**config.mk**
```make
export PLATFORM = sky130hd
export DESIGN_NAME = nfcpg_top
export DESIGN_NICKNAME = d
export VERILOG_FILES = /design/src/verilog/nfcpg_pkg.sv /design/src/verilog/nfcpg_top.sv
export VERILOG_INCLUDE_DIRS = /design/src /design/src/verilog
export SDC_FILE = /design/constraint.sdc
export NUM_CORES = 1
export LEC_CHECK = 0
export ABC_AREA = 1
export BUFFER_PORTS_ARGS = -buffer_cell sky130_fd_sc_hd__buf_2
export CAP_MARGIN = 20
export CORE_ASPECT_RATIO = 1.4
export CORE_UTILIZATION = 60
export DETAILED_ROUTE_END_ITERATION = 8
export HOLD_SLACK_MARGIN = 0.02
export PLACE_DENSITY = 0.81
export SYNTH_ARGS = -nofsm -noshare
export SYNTH_HDL_FRONTEND = slang
export SYNTH_SLANG_ARGS = --single-unit
```
**constraint.sdc**
```tcl
create_clock -name CLK -period 7.25 [get_ports CLK]
set_input_delay 1.45 -clock CLK [delete_from_list [all_inputs] [get_ports CLK]]
set_output_delay 1.45 -clock CLK [all_outputs]
set_load 0.02 [all_outputs]
```
**src/verilog/nfcpg_cfg.svh**
```systemverilog
// constants of the paged tuning register bank and command sequencer
// assumes a byte-wide register port with a six-bit address, one clock
`ifndef NFCPG_CFG_SVH
`define NFCPG_CFG_SVH

// ****************************************
// page unlock values and addresses
// ****************************************
`define NFCPG_UNLOCK_P4 8'h5E
`define NFCPG_UNLOCK_P5 8'hAE
`define NFCPG_UNLOCK_P6 8'h5A
`define NFCPG_A_COMMAND 6'h01
`define NFCPG_A_FRAMING 6'h0D
`define NFCPG_A_PRIVATE_PAGE_SELECTOR 6'h37
`define NFCPG_A_SPECIAL 6'h3F
`define NFCPG_A_ANALOG 6'h31
`define NFCPG_A_NOISE 6'h32
`define NFCPG_A_STEP 6'h33
`define NFCPG_A_PAGE5_GAIN_THRESHOLD_A 6'h34
`define NFCPG_A_ALG6 6'h38
`define NFCPG_A_ALG7 6'h39
`define NFCPG_A_ALG8 6'h3A
`define NFCPG_A_ALG9 6'h3B
`define NFCPG_A_DREF 6'h31
`define NFCPG_A_DDET 6'h32
`define NFCPG_A_CAL 6'h33
`define NFCPG_A_RC27 6'h34
`define NFCPG_A_RC32 6'h35
`define NFCPG_A_ADCREF 6'h36
`define NFCPG_A_CWGSN 6'h38
`define NFCPG_A_CWGSP 6'h39

// ****************************************
// reset values and writable masks
// ****************************************
`define NFCPG_R_SPECIAL 8'h50
`define NFCPG_R_ANALOG 8'h14
`define NFCPG_R_NOISE 8'h7D
`define NFCPG_R_STEP 8'h00
`define NFCPG_R_PAGE5_GAIN_THRESHOLD_A 8'h10
`define NFCPG_R_ALG6 8'h76
`define NFCPG_R_ALG7 8'h56
`define NFCPG_R_ALG8 8'h31
`define NFCPG_R_ALG9 8'h12
`define NFCPG_R_CAL 8'h00
`define NFCPG_R_RC27 8'h80
`define NFCPG_R_RC32 8'h20
`define NFCPG_R_ADCREF 8'h80
`define NFCPG_R_CWGSN 8'h30
`define NFCPG_R_CWGSP 8'h1F
`define NFCPG_M_ANALOG 8'h3E
`define NFCPG_M_STEP 8'h0C
`define NFCPG_M_PAGE5_GAIN_THRESHOLD_A 8'h3F
`define NFCPG_M_RC32 8'h3F
`define NFCPG_M_CWGSN 8'hF0
`define NFCPG_M_CWGSP 8'h3F

// ****************************************
// field positions, commands, counts
// ****************************************
`define NFCPG_B_RXUNIT 1
`define NFCPG_B_TXUNIT 0
`define NFCPG_B_TEMP_OFF 5
`define NFCPG_B_RESYNC 4
`define NFCPG_B_FLT_BYP 7
`define NFCPG_B_SUBEND_OFF 3
`define NFCPG_B_CAL_METHOD 5
`define NFCPG_B_LAUNCH 7
`define NFCPG_UNIT_SLOW 8'h80
`define NFCPG_UNIT_FAST 8'h40
`define NFCPG_CMD_IDLE 4'h0
`define NFCPG_CMD_CRC 4'h3
`define NFCPG_CMD_TX 4'h4
`define NFCPG_CMD_KEEP 4'h7
`define NFCPG_CMD_RX 4'h8
`define NFCPG_CMD_TXRX 4'hC
`define NFCPG_CMD_AUTH 4'hE
`define NFCPG_CMD_SRST 4'hF
`define NFCPG_AUTH_PARAMS 4'hC

`endif

```
**src/verilog/nfcpg_pkg.sv**
```systemverilog
// types shared by the paged tuning register bank
// assumes nfcpg_cfg.svh is on the include path
`include "nfcpg_cfg.svh"
package nfcpg_pkg;

  typedef enum logic [2:0] {CS_IDLE, CS_PARAMS, CS_STREAM, CS_TX, CS_LAUNCH_WAIT, CS_TXRX_TX,
    CS_RX, CS_AUTH} nfcpg_cmd_state_t;

  typedef enum logic [1:0] {DEMOD_AUTO, DEMOD_ALG1, DEMOD_ALG2} nfcpg_demod_t;

  typedef struct packed {
    logic [7:0] rx_wait_unit;
    logic [7:0] tx_wait_unit;
    nfcpg_demod_t demod_algorithm_select;
    logic per_character_resync;
    logic top_rate_filter_bypass;
    logic subcarrier_end_check_off;
    logic tx_inhibit_hot;
    logic [5:0] search_lo;
    logic [5:0] search_hi;
  } nfcpg_tune_t;

  typedef struct packed {
    logic [7:0] page;
    logic [7:0] special;
    logic [7:0] analog;
    logic [7:0] noise;
    logic [7:0] step;
    logic [7:0] page5_gain_threshold_a;
    logic [7:0] alg6;
    logic [7:0] alg7;
    logic [7:0] alg8;
    logic [7:0] alg9;
    logic [7:0] cal;
    logic [7:0] rc27;
    logic [7:0] rc32;
    logic [7:0] adcref;
    logic [7:0] cwgsn;
    logic [7:0] cwgsp;
    logic [3:0] cmd_code;
    logic launch;
    nfcpg_cmd_state_t cmd_state;
    logic [3:0] param_cnt;
    logic abort;
    logic [7:0] rdata;
    logic [7:0] ref_s1;
    logic [7:0] ref_s2;
    logic [7:0] det_s1;
    logic [7:0] det_s2;
    logic [2:0] hot_s1;
    logic [2:0] hot_s2;
    nfcpg_tune_t tune;
  } nfcpg_state_t;

endpackage : nfcpg_pkg

```
**src/verilog/nfcpg_top.sv**
```systemverilog
// paged tuning register bank with the command sequencer of the reader
// assumes the host port and FIFO datapath run on CLK; analog readings are asynchronous
`timescale 1ns/100ps
`include "nfcpg_cfg.svh"
module nfcpg_top
  import nfcpg_pkg::*;
(
  // clock and reset
  input wire logic CLK,
  input wire logic RST,
  // host register port
  input wire logic [5:0] REG_ADDR,
  input wire logic [7:0] REG_WDATA,
  input wire logic REG_WR,
  input wire logic REG_RD,
  output logic [7:0] REG_RDATA,
  // FIFO and datapath handshakes
  input wire logic FIFO_EMPTY,
  input wire logic TX_DONE,
  input wire logic RX_DONE,
  input wire logic AUTH_DONE,
  output logic PARAM_POP,
  output logic CMD_ABORT,
  output logic TX_EN,
  output logic RX_EN,
  output logic CRC_EN,
  output logic AUTH_EN,
  // analog readings
  input wire logic [7:0] DETECT_REF,
  input wire logic [7:0] DETECT_VAL,
  input wire logic [2:0] TEMP_OVER,
  // tuning outputs
  output nfcpg_tune_t TUNE
);

  nfcpg_state_t st_r;
  nfcpg_state_t st_nxt;
  logic wr_p4;
  logic wr_p5;
  logic wr_p6;
  logic [7:0] rd_mux;
  logic [7:0] base_s;
  logic [7:0] lo_s;
  logic [7:0] hi_s;

  function automatic logic [7:0] merge(input logic [7:0] old, input logic [7:0] wd, input logic [7:0] msk);
    merge = (old & ~msk) | (wd & msk);
  endfunction : merge

  // ****************************************
  // reset image
  // ****************************************
  // elaboration-time constant, so the asynchronous reset branch loads no logic-driven value
  function automatic nfcpg_state_t reset_image();
    nfcpg_state_t v;
    v = '0;
    v.special = `NFCPG_R_SPECIAL;
    v.analog = `NFCPG_R_ANALOG;
    v.noise = `NFCPG_R_NOISE;
    v.step = `NFCPG_R_STEP;
    v.page5_gain_threshold_a = `NFCPG_R_PAGE5_GAIN_THRESHOLD_A;
    v.alg6 = `NFCPG_R_ALG6;
    v.alg7 = `NFCPG_R_ALG7;
    v.alg8 = `NFCPG_R_ALG8;
    v.alg9 = `NFCPG_R_ALG9;
    v.cal = `NFCPG_R_CAL;
    v.rc27 = `NFCPG_R_RC27;
    v.rc32 = `NFCPG_R_RC32;
    v.adcref = `NFCPG_R_ADCREF;
    v.cwgsn = `NFCPG_R_CWGSN;
    v.cwgsp = `NFCPG_R_CWGSP;
    v.cmd_state = CS_IDLE;
    v.tune.rx_wait_unit = `NFCPG_UNIT_SLOW;
    v.tune.tx_wait_unit = `NFCPG_UNIT_SLOW;
    reset_image = v;
  endfunction : reset_image
  localparam nfcpg_state_t rst_val = reset_image();

  // ****************************************
  // page decode
  // ****************************************
  // paged writes only land while the selector holds the matching unlock value
  // page four, five and six gates
  assign wr_p4 = REG_WR && (st_r.page == `NFCPG_UNLOCK_P4);
  assign wr_p5 = REG_WR && (st_r.page == `NFCPG_UNLOCK_P5);
  assign wr_p6 = REG_WR && (st_r.page == `NFCPG_UNLOCK_P6);

  always_comb
  begin
    rd_mux = 8'h00;
    if (REG_ADDR == `NFCPG_A_PRIVATE_PAGE_SELECTOR)
      rd_mux = st_r.page;
    else if (REG_ADDR == `NFCPG_A_COMMAND)
      rd_mux = {4'h0, st_r.cmd_code};
    else if (REG_ADDR == `NFCPG_A_FRAMING)
      rd_mux = {st_r.launch, 7'h00};
    else if (st_r.page == `NFCPG_UNLOCK_P4)
    begin
      if (REG_ADDR == `NFCPG_A_SPECIAL)
        rd_mux = st_r.special;
    end
    else if (st_r.page == `NFCPG_UNLOCK_P5)
    begin
      unique case (REG_ADDR)
        `NFCPG_A_ANALOG: rd_mux = st_r.analog;
        `NFCPG_A_NOISE: rd_mux = st_r.noise;
        `NFCPG_A_STEP: rd_mux = st_r.step;
        `NFCPG_A_PAGE5_GAIN_THRESHOLD_A: rd_mux = st_r.page5_gain_threshold_a;
        `NFCPG_A_ALG6: rd_mux = st_r.alg6;
        `NFCPG_A_ALG7: rd_mux = st_r.alg7;
        `NFCPG_A_ALG8: rd_mux = st_r.alg8;
        `NFCPG_A_ALG9: rd_mux = st_r.alg9;
        default: rd_mux = 8'h00;
      endcase
    end
    else if (st_r.page == `NFCPG_UNLOCK_P6)
    begin
      unique case (REG_ADDR)
        `NFCPG_A_DREF: rd_mux = st_r.ref_s2;
        `NFCPG_A_DDET: rd_mux = st_r.det_s2;
        `NFCPG_A_CAL: rd_mux = st_r.cal;
        `NFCPG_A_RC27: rd_mux = st_r.rc27;
        `NFCPG_A_RC32: rd_mux = st_r.rc32;
        `NFCPG_A_ADCREF: rd_mux = st_r.adcref;
        `NFCPG_A_CWGSN: rd_mux = st_r.cwgsn;
        `NFCPG_A_CWGSP: rd_mux = st_r.cwgsp;
        default: rd_mux = 8'h00;
      endcase
    end
  end

  // ****************************************
  // conductance search window
  // ****************************************
  // unsigned 8-bit arithmetic: low end floors at 0, high end clamps to the 6-bit field
  assign base_s = {2'b00, st_r.cwgsp[5:0]};
  always_comb
  begin
    lo_s = base_s;
    hi_s = base_s;
    if (st_r.cal[`NFCPG_B_CAL_METHOD])
    begin
      unique case (st_r.cal[7:6])
        2'h0:
        begin
          lo_s = (base_s < 8'h08) ? 8'h00 : base_s - 8'h08;
          hi_s = base_s + 8'h07;
        end
        2'h1:
        begin
          lo_s = (base_s < 8'h10) ? 8'h00 : base_s - 8'h10;
          hi_s = base_s + 8'h0E;
        end
        2'h2:
        begin
          lo_s = (base_s < 8'h18) ? 8'h00 : base_s - 8'h18;
          hi_s = base_s + 8'h15;
        end
        2'h3:
        begin
          lo_s = 8'h02;
          hi_s = 8'h3E;
        end
      endcase
    end
    if (hi_s > 8'h3F)
      hi_s = 8'h3F;
  end

  // ****************************************
  // next state
  // ****************************************
  always_comb
  begin
    st_nxt = st_r;
    st_nxt.abort = 1'b0;
    st_nxt.rdata = REG_RD ? rd_mux : st_r.rdata;
    st_nxt.ref_s1 = DETECT_REF;
    st_nxt.ref_s2 = st_r.ref_s1;
    st_nxt.det_s1 = DETECT_VAL;
    st_nxt.det_s2 = st_r.det_s1;
    st_nxt.hot_s1 = TEMP_OVER;
    st_nxt.hot_s2 = st_r.hot_s1;

    st_nxt.tune.rx_wait_unit = st_r.special[`NFCPG_B_RXUNIT] ? `NFCPG_UNIT_FAST : `NFCPG_UNIT_SLOW;
    st_nxt.tune.tx_wait_unit = st_r.special[`NFCPG_B_TXUNIT] ? `NFCPG_UNIT_FAST : `NFCPG_UNIT_SLOW;
    // undefined code falls back to auto
    unique case (st_r.special[5:4])
      2'h1: st_nxt.tune.demod_algorithm_select = DEMOD_ALG1;
      2'h2: st_nxt.tune.demod_algorithm_select = DEMOD_ALG2;
      default: st_nxt.tune.demod_algorithm_select = DEMOD_AUTO;
    endcase
    st_nxt.tune.per_character_resync = st_r.noise[`NFCPG_B_RESYNC];
    st_nxt.tune.top_rate_filter_bypass = st_r.alg6[`NFCPG_B_FLT_BYP];
    st_nxt.tune.subcarrier_end_check_off = st_r.alg6[`NFCPG_B_SUBEND_OFF];
    // threshold pick; code 00 never trips
    unique case (st_r.analog[4:3])
      2'h1: st_nxt.tune.tx_inhibit_hot = !st_r.analog[`NFCPG_B_TEMP_OFF] && st_r.hot_s2[0];
      2'h2: st_nxt.tune.tx_inhibit_hot = !st_r.analog[`NFCPG_B_TEMP_OFF] && st_r.hot_s2[1];
      2'h3: st_nxt.tune.tx_inhibit_hot = !st_r.analog[`NFCPG_B_TEMP_OFF] && st_r.hot_s2[2];
      default: st_nxt.tune.tx_inhibit_hot = 1'b0;
    endcase
    st_nxt.tune.search_lo = lo_s[5:0];
    st_nxt.tune.search_hi = hi_s[5:0];

    // sequencer progress
    unique case (st_r.cmd_state)
      CS_IDLE:
        st_nxt.cmd_code = `NFCPG_CMD_IDLE;
      CS_PARAMS:
      begin
        if (!FIFO_EMPTY)
          st_nxt.param_cnt = st_r.param_cnt + 4'h1;
        if (!FIFO_EMPTY && st_r.param_cnt == `NFCPG_AUTH_PARAMS - 4'h1)
          st_nxt.cmd_state = CS_AUTH;
      end
      CS_STREAM:
        st_nxt.cmd_state = CS_STREAM;
      CS_TX:
        if (TX_DONE)
          st_nxt.cmd_state = CS_IDLE;
      CS_LAUNCH_WAIT:
      begin
        if (st_r.launch)
        begin
          st_nxt.cmd_state = CS_TXRX_TX;
          st_nxt.launch = 1'b0;
        end
      end
      CS_TXRX_TX:
        if (TX_DONE)
          st_nxt.cmd_state = CS_RX;
      CS_RX:
        if (RX_DONE)
          st_nxt.cmd_state = (st_r.cmd_code == `NFCPG_CMD_TXRX) ? CS_LAUNCH_WAIT : CS_IDLE;
      CS_AUTH:
        if (AUTH_DONE)
          st_nxt.cmd_state = CS_IDLE;
    endcase

    // host writes; a host set of the launch bit wins over the clear above
    if (REG_WR && REG_ADDR == `NFCPG_A_PRIVATE_PAGE_SELECTOR)
      st_nxt.page = REG_WDATA;
    if (REG_WR && REG_ADDR == `NFCPG_A_FRAMING)
      st_nxt.launch = REG_WDATA[`NFCPG_B_LAUNCH] | st_nxt.launch;
    if (wr_p4 && REG_ADDR == `NFCPG_A_SPECIAL)
      st_nxt.special = REG_WDATA;
    if (wr_p5)
    begin
      unique case (REG_ADDR)
        `NFCPG_A_ANALOG: st_nxt.analog = merge(st_r.analog, REG_WDATA, `NFCPG_M_ANALOG);
        `NFCPG_A_NOISE: st_nxt.noise = REG_WDATA;
        `NFCPG_A_STEP: st_nxt.step = merge(st_r.step, REG_WDATA, `NFCPG_M_STEP);
        `NFCPG_A_PAGE5_GAIN_THRESHOLD_A: st_nxt.page5_gain_threshold_a = merge(st_r.page5_gain_threshold_a, REG_WDATA, `NFCPG_M_PAGE5_GAIN_THRESHOLD_A);
        `NFCPG_A_ALG6: st_nxt.alg6 = REG_WDATA;
        `NFCPG_A_ALG7: st_nxt.alg7 = REG_WDATA;
        `NFCPG_A_ALG8: st_nxt.alg8 = REG_WDATA;
        `NFCPG_A_ALG9: st_nxt.alg9 = REG_WDATA;
        default: st_nxt.noise = st_nxt.noise;
      endcase
    end
    if (wr_p6)
    begin
      // detect reference and measured value are read-only
      unique case (REG_ADDR)
        `NFCPG_A_CAL: st_nxt.cal = REG_WDATA;
        `NFCPG_A_RC27: st_nxt.rc27 = REG_WDATA;
        `NFCPG_A_RC32: st_nxt.rc32 = merge(st_r.rc32, REG_WDATA, `NFCPG_M_RC32);
        `NFCPG_A_ADCREF: st_nxt.adcref = REG_WDATA;
        `NFCPG_A_CWGSN: st_nxt.cwgsn = merge(st_r.cwgsn, REG_WDATA, `NFCPG_M_CWGSN);
        `NFCPG_A_CWGSP: st_nxt.cwgsp = merge(st_r.cwgsp, REG_WDATA, `NFCPG_M_CWGSP);
        default: st_nxt.cal = st_nxt.cal;
      endcase
    end

    if (REG_WR && REG_ADDR == `NFCPG_A_COMMAND && REG_WDATA[3:0] != `NFCPG_CMD_KEEP)
    begin
      st_nxt.abort = (st_r.cmd_state != CS_IDLE);
      st_nxt.cmd_code = REG_WDATA[3:0];
      st_nxt.param_cnt = 4'h0;
      // FIFO left untouched; stream commands run at once
      unique case (REG_WDATA[3:0])
        `NFCPG_CMD_CRC: st_nxt.cmd_state = CS_STREAM;
        `NFCPG_CMD_TX: st_nxt.cmd_state = CS_TX;
        `NFCPG_CMD_RX: st_nxt.cmd_state = CS_RX;
        `NFCPG_CMD_TXRX: st_nxt.cmd_state = CS_LAUNCH_WAIT;
        `NFCPG_CMD_AUTH: st_nxt.cmd_state = CS_PARAMS;
        default: st_nxt.cmd_state = CS_IDLE;
      endcase
      // soft reset restores every register but keeps the host's selector
      if (REG_WDATA[3:0] == `NFCPG_CMD_SRST)
      begin
        st_nxt = rst_val;
        st_nxt.abort = (st_r.cmd_state != CS_IDLE);
        st_nxt.page = st_r.page;
        st_nxt.ref_s1 = DETECT_REF;
        st_nxt.det_s1 = DETECT_VAL;
        st_nxt.hot_s1 = TEMP_OVER;
      end
    end
  end

  always_ff @(posedge CLK or posedge RST)
  begin
    if (RST)
      st_r <= rst_val;
    else
      st_r <= st_nxt;
  end

  // ****************************************
  // outputs
  // ****************************************
  assign REG_RDATA = st_r.rdata;
  assign TUNE = st_r.tune;
  assign CMD_ABORT = st_r.abort;
  assign PARAM_POP = (st_r.cmd_state == CS_PARAMS) && !FIFO_EMPTY;
  assign TX_EN = (st_r.cmd_state == CS_TX) || (st_r.cmd_state == CS_TXRX_TX);
  assign RX_EN = (st_r.cmd_state == CS_RX);
  assign CRC_EN = (st_r.cmd_state == CS_STREAM);
  assign AUTH_EN = (st_r.cmd_state == CS_AUTH);
endmodule : nfcpg_top

```
# ---- Word-level counts from Yosys, hierarchy flattened
# Index checks and enable logic that the tools add are counted.
dict set report word_totals {
  romBits 0
  mem_bits_rw 0
  word_cells 184
  register_bits 221
  latch_bits 0
  n_memories 0
  inputBits 41
}
dict set report classes {
  magnitude_cmp 4
  add_sub_neg 7
  shifts 0
  n_mux 56
  n_bitwise 7
  n_mul 0
  eq_ne 49
  div 0
  n_reduce_logical 24
}
# op n
set op_table {}
lappend op_table {{2-to-1 mux 221 bit} 2}
lappend op_table {{2-to-1 mux 8 bit} 27}
lappend op_table {{case mux 8 bit (8 select lines)} 2}
lappend op_table {{equality test 6 bit (second input constant)} 12}
lappend op_table {{2-to-1 mux 64 bit} 1}
lappend op_table {{2-to-1 mux 48 bit} 1}
lappend op_table {{bitwise OR 8 x 6 -> 8 bit} 4}
lappend op_table {{case mux 8 bit (4 select lines)} 1}
lappend op_table {{2-to-1 mux 6 bit} 5}
lappend op_table {{equality test 4 bit (second input constant)} 6}
lappend op_table {{case mux 6 bit (4 select lines)} 1}
lappend op_table {{2-to-1 mux 3 bit} 7}
lappend op_table {{case mux 3 bit (7 select lines)} 1}
lappend op_table {{equality test 8 x 7 -> 1 bit (second input constant)} 2}
lappend op_table {{case mux 3 bit (5 select lines)} 1}
lappend op_table {{logical AND 1 bit} 13}
lappend op_table {{equality test 3 bit (second input constant)} 4}
lappend op_table {{less-than comparator 6 x 5 -> 1 bit (second input constant)} 2}
lappend op_table {{2-to-1 mux 4 bit} 3}
lappend op_table {{!= test 3 bit (second input constant)} 4}
lappend op_table {{subtractor 6 x 5 -> 6 bit (second input constant)} 2}
lappend op_table {{equality test 2 bit (second input constant)} 5}
lappend op_table {{equality test 8 bit (second input constant)} 1}
lappend op_table {{> comparator 8 x 6 -> 1 bit (second input constant)} 1}
lappend op_table {{other kinds (32)} 39}

# ---- Logic depth before layout (Yosys ltp)
dict set report depth {
  depth_word 11
  ltp_mapped 15
  ltp_nobuf 14
}

# ---- Worst setup path before layout
# Ideal clock, no wire load.
dict set report synth_path {
  kind {input to output}
  start {input FIFO_EMPTY}
  end {output PARAM_POP}
  arrival_time_ps 2122
  setup_slack_ps 3678
  t_required_ps 5800
  cell_stages 2
  path_cell_list {or2_2 -> nor2_1}
}
dict set report synth_via {
  elab_chain_cells 2
}
# item line_no
set synth_lines {}
lappend synth_lines {{start, declared} nfcpg_top.sv:18} ;# input wire logic FIFO_EMPTY,
lappend synth_lines {{zero test 1 bit} nfcpg_top.sv:317} ;# assign PARAM_POP = (st_r.cmd_state == CS_PARAMS) && !FIFO_EMPTY;
lappend synth_lines {{logical AND 1 bit} nfcpg_top.sv:317}
lappend synth_lines {{end, declared} nfcpg_top.sv:22} ;# output logic PARAM_POP,
# No other way between the ends.

==> out/qor.txt <==
number of gates resized after CTS -> 0
Hold Fails Final Rpt -> 0
row count -> 53
required time of the critical path -> 7.54 ns
Yosys reg bits -> 190
most used flip-flop cell after synthesis -> dfrtp_1
sequential fraction of the synthesis area -> 50.9%
Clk pwr share -> 40.5%
first-pass GRT wire length -> 38,100 um
Max-slew headroom -> 27.1%
worst-margin pin slew -> 1.09 ns
Worst path slowest cell -> nor2_1
Mapped Cells -> 1,159
Critical Path AT -> 4.81 ns
power density over the cells -> 228 nW/um^2
most frequent CP cell -> inv_2
endpoints failing setup -> 0
TritonCTS clock tree -> yes
clock-pin slew on the worst setup and hold paths -> 0.08 ns
RR Endpoint -> st_r[173]
Final Non-Filler Cells -> 1,389
Setup crit start kind -> primary input
RSZ-0062 raised after global routing -> false
Post-synth EDFFs -> 0
syn avg cell area -> 8.13 sq um
Die Span Y -> 150 um
Reg power frac -> 49.0%
Worst-Skew Late Latency -> 0.44 ns
HPWL after detailed placement -> 16,000 um
Critical R2R Launch -> st_r[213]
Hold Crit Depth -> 1
outcome -> finished clean
Worst Setup Path Type -> in2reg
commonest non-fill, non-tap cell in the layout -> nand2_1
vias in the first global route -> 7,534
reg2reg path depth -> 7
Placed Cells -> 1,357
IO buf count -> 76
Sw Share -> 28.1%
H-tree depth -> 4
leakage -> 4.99 nW
# clock sinks -> 190
Initial Util -> 62.1%
Yosys cell types -> 41
reg2reg setup slack -> 4.80 ns
Worst Skew -> 0.0103 ns
Ys Warns -> 0
Ports -> 89
root buffer cell -> clkbuf_16
Setup TNS Final -> 0 ns
Critical Path Source -> REG_ADDR[2]
worst min path class -> reg2reg
Nets -> 1,233
routed len/inst -> 17.0 um
Iter 0 DRT Violations -> 678
fin crit share -> 62.4%
Diodes inserted -> 0
gp weighted congestion -> 0.946
CP cell instances -> buf_2 -> nor2_1 -> nand3_1 -> inv_2 -> nand2_1 -> nor2_4 -> buf_4 -> inv_2 -> o21ai_0 -> a21oi_1
Total GRT Usage -> 31.2%
Post-synth ARST share -> 100%
post-synth top area cell -> dfrtp_1
core area -> 15,200 sq um
Critical Path Max Stage Delay -> 0.81 ns
min cycle time layout -> 4.52 ns
Worst Hold Launch -> st_r[210]
vias -> 8,062
hold buffers post-CTS -> 0
largest net degree at the start of global routing -> 123
CP endpoint kind -> flop
Clock Tree Buf Depth -> 2
Psw -> 0.654 mW
Residual DRC -> 0
DRT antenna net count -> 0
worst setup path endpoint -> st_r[202]
Die W -> 108 um
Pre-antenna DRT Iters -> 5
residual overflow from global routing -> 0
FMAX -> 0.221 GHz
Die ar. -> 16,200 sq um
cts bufs inserted -> 17
vias per cell -> 5.80
Synth Cell Area -> 9430 sq um
WL final -> 23,700 um
initial antenna violation count -> 0
post-synth top area share -> 40.6%
share of post-route cells with drive strength above 1 -> 15.9%
area grow syn2layout -> 8.35%
cell-internal power -> 1.67 mW
leading post-synthesis cells by cell area -> dfrtp_1 (41%), dfstp_2 (10%), nand2_1 (8.7%)
Final Max Slew Viols -> 0
combinational power share -> 10.5%
worst-case vdd ir drop -> 0.171 mV
Setup Fix Bufs, Post-CTS -> 0
crit-path max FO -> 89
Max-cap violations -> 0
most frequent cells in the layout -> nand2_1 (218), dfrtp_1 (153), nor2_1 (138)
-- area by class of cell --
cell class | count | area (sq um)
tap | 192 | 240
clock inverter | 14 | 168
timing repair buffer | 78 | 395
fill | 1268 | 4970
sequential | 190 | 4800
inverter | 122 | 465
multi-input combinational | 775 | 3710
clock buffer | 18 | 429
-- worst min-delay path by stage --
stage | to
finish | TUNE[16]
global route | st_r[62]
CTS | TUNE[16]
detailed placement | TUNE[16]
global placement | st_r[45]
floorplan | TUNE[25]
-- worst max-delay path, delay by kind of cell --
kind	cells	cell delay, ns
buf+inv	4	1.72
simple gates	4	1.27
compound gates	2	0.32
-- power by group through the flow --
stage / combinational [mW] / sequential, mW / clock [mW]
final: 0.245 / 1.14 / 0.942
after global routing: 0.276 / 1.15 / 0.995
after CTS: 0.246 / 1.14 / 0.953
after detailed placement: 0.244 / 1.16 / 0
after global placement: 0.238 / 1.16 / 0
after floorplan: 0.183 / 1.15 / 0
-- sequential cells by signal (all words and copies together) (netlist names) --
| signal | count |
|---|---|
| CMD_ABORT | 1 |
| REG_RDATA | 8 |
| TUNE | 22 |
| base_s | 6 |
| st_r | 153 |
-- synth_stat cells (all sizes together), types with 2 or more instances --
master and n:
a31oi 4, nor3 12, nor4 3, buf 61
o31ai 5, a211oi 17, clkbuf 22, ha 7
nand4 2, dfrtp 153, o211ai 2, dfstp 37
nor2 158, nand2 220, o21ai 147, nand3 68
xor2 6, a21oi 103, inv 118, clkinv 4
-- routing by layer --
layer | part of all wire, % | global-route usage, % | wire length, um | vias to the layer above
met5 | 0 | 0 | 0 | -
met4 | 6.4 | 20.3 | 1510 | 0
met3 | 6.1 | 4.55 | 1450 | 97
met2 | 49 | 51.0 | 11500 | 381
met1 | 39 | 38.8 | 9230 | 3806
li1 | - | - | - | 3778
-- cells by family (layout without fill, tap and decap cells) --
family | after synthesis | after routing | synth area share (%)
flip-flops | 190 | 190 | 50.9
AND/OR/NAND/NOR | 464 | 464 | 20.9
buffers and inverters | 205 | 232 | 10.2
adder cells (fa/ha/maj) | 8 | 8 | 1.14
other | 1 | 12 | 0.0398
XOR/XNOR | 6 | 6 | 0.557
AO/OA/AOI/OAI | 285 | 285 | 16.3
-- metrics by stage --
step	power (mW)	hold slack (ns)	setup slack (ns)	util, %	instance area [sq um]
floorplan	1.33	0.409	0.691	-	9470
global placement	1.40	0.450	2.36	63.3	9620
detailed placement	1.40	0.453	2.35	63.3	9620
CTS	2.34	0.467	2.81	67.3	10200
global route	2.42	0.486	2.43	67.3	10200
finish	2.33	0.465	2.73	67.3	10200
No activity file was read; power rests on OpenSTA's default activity.
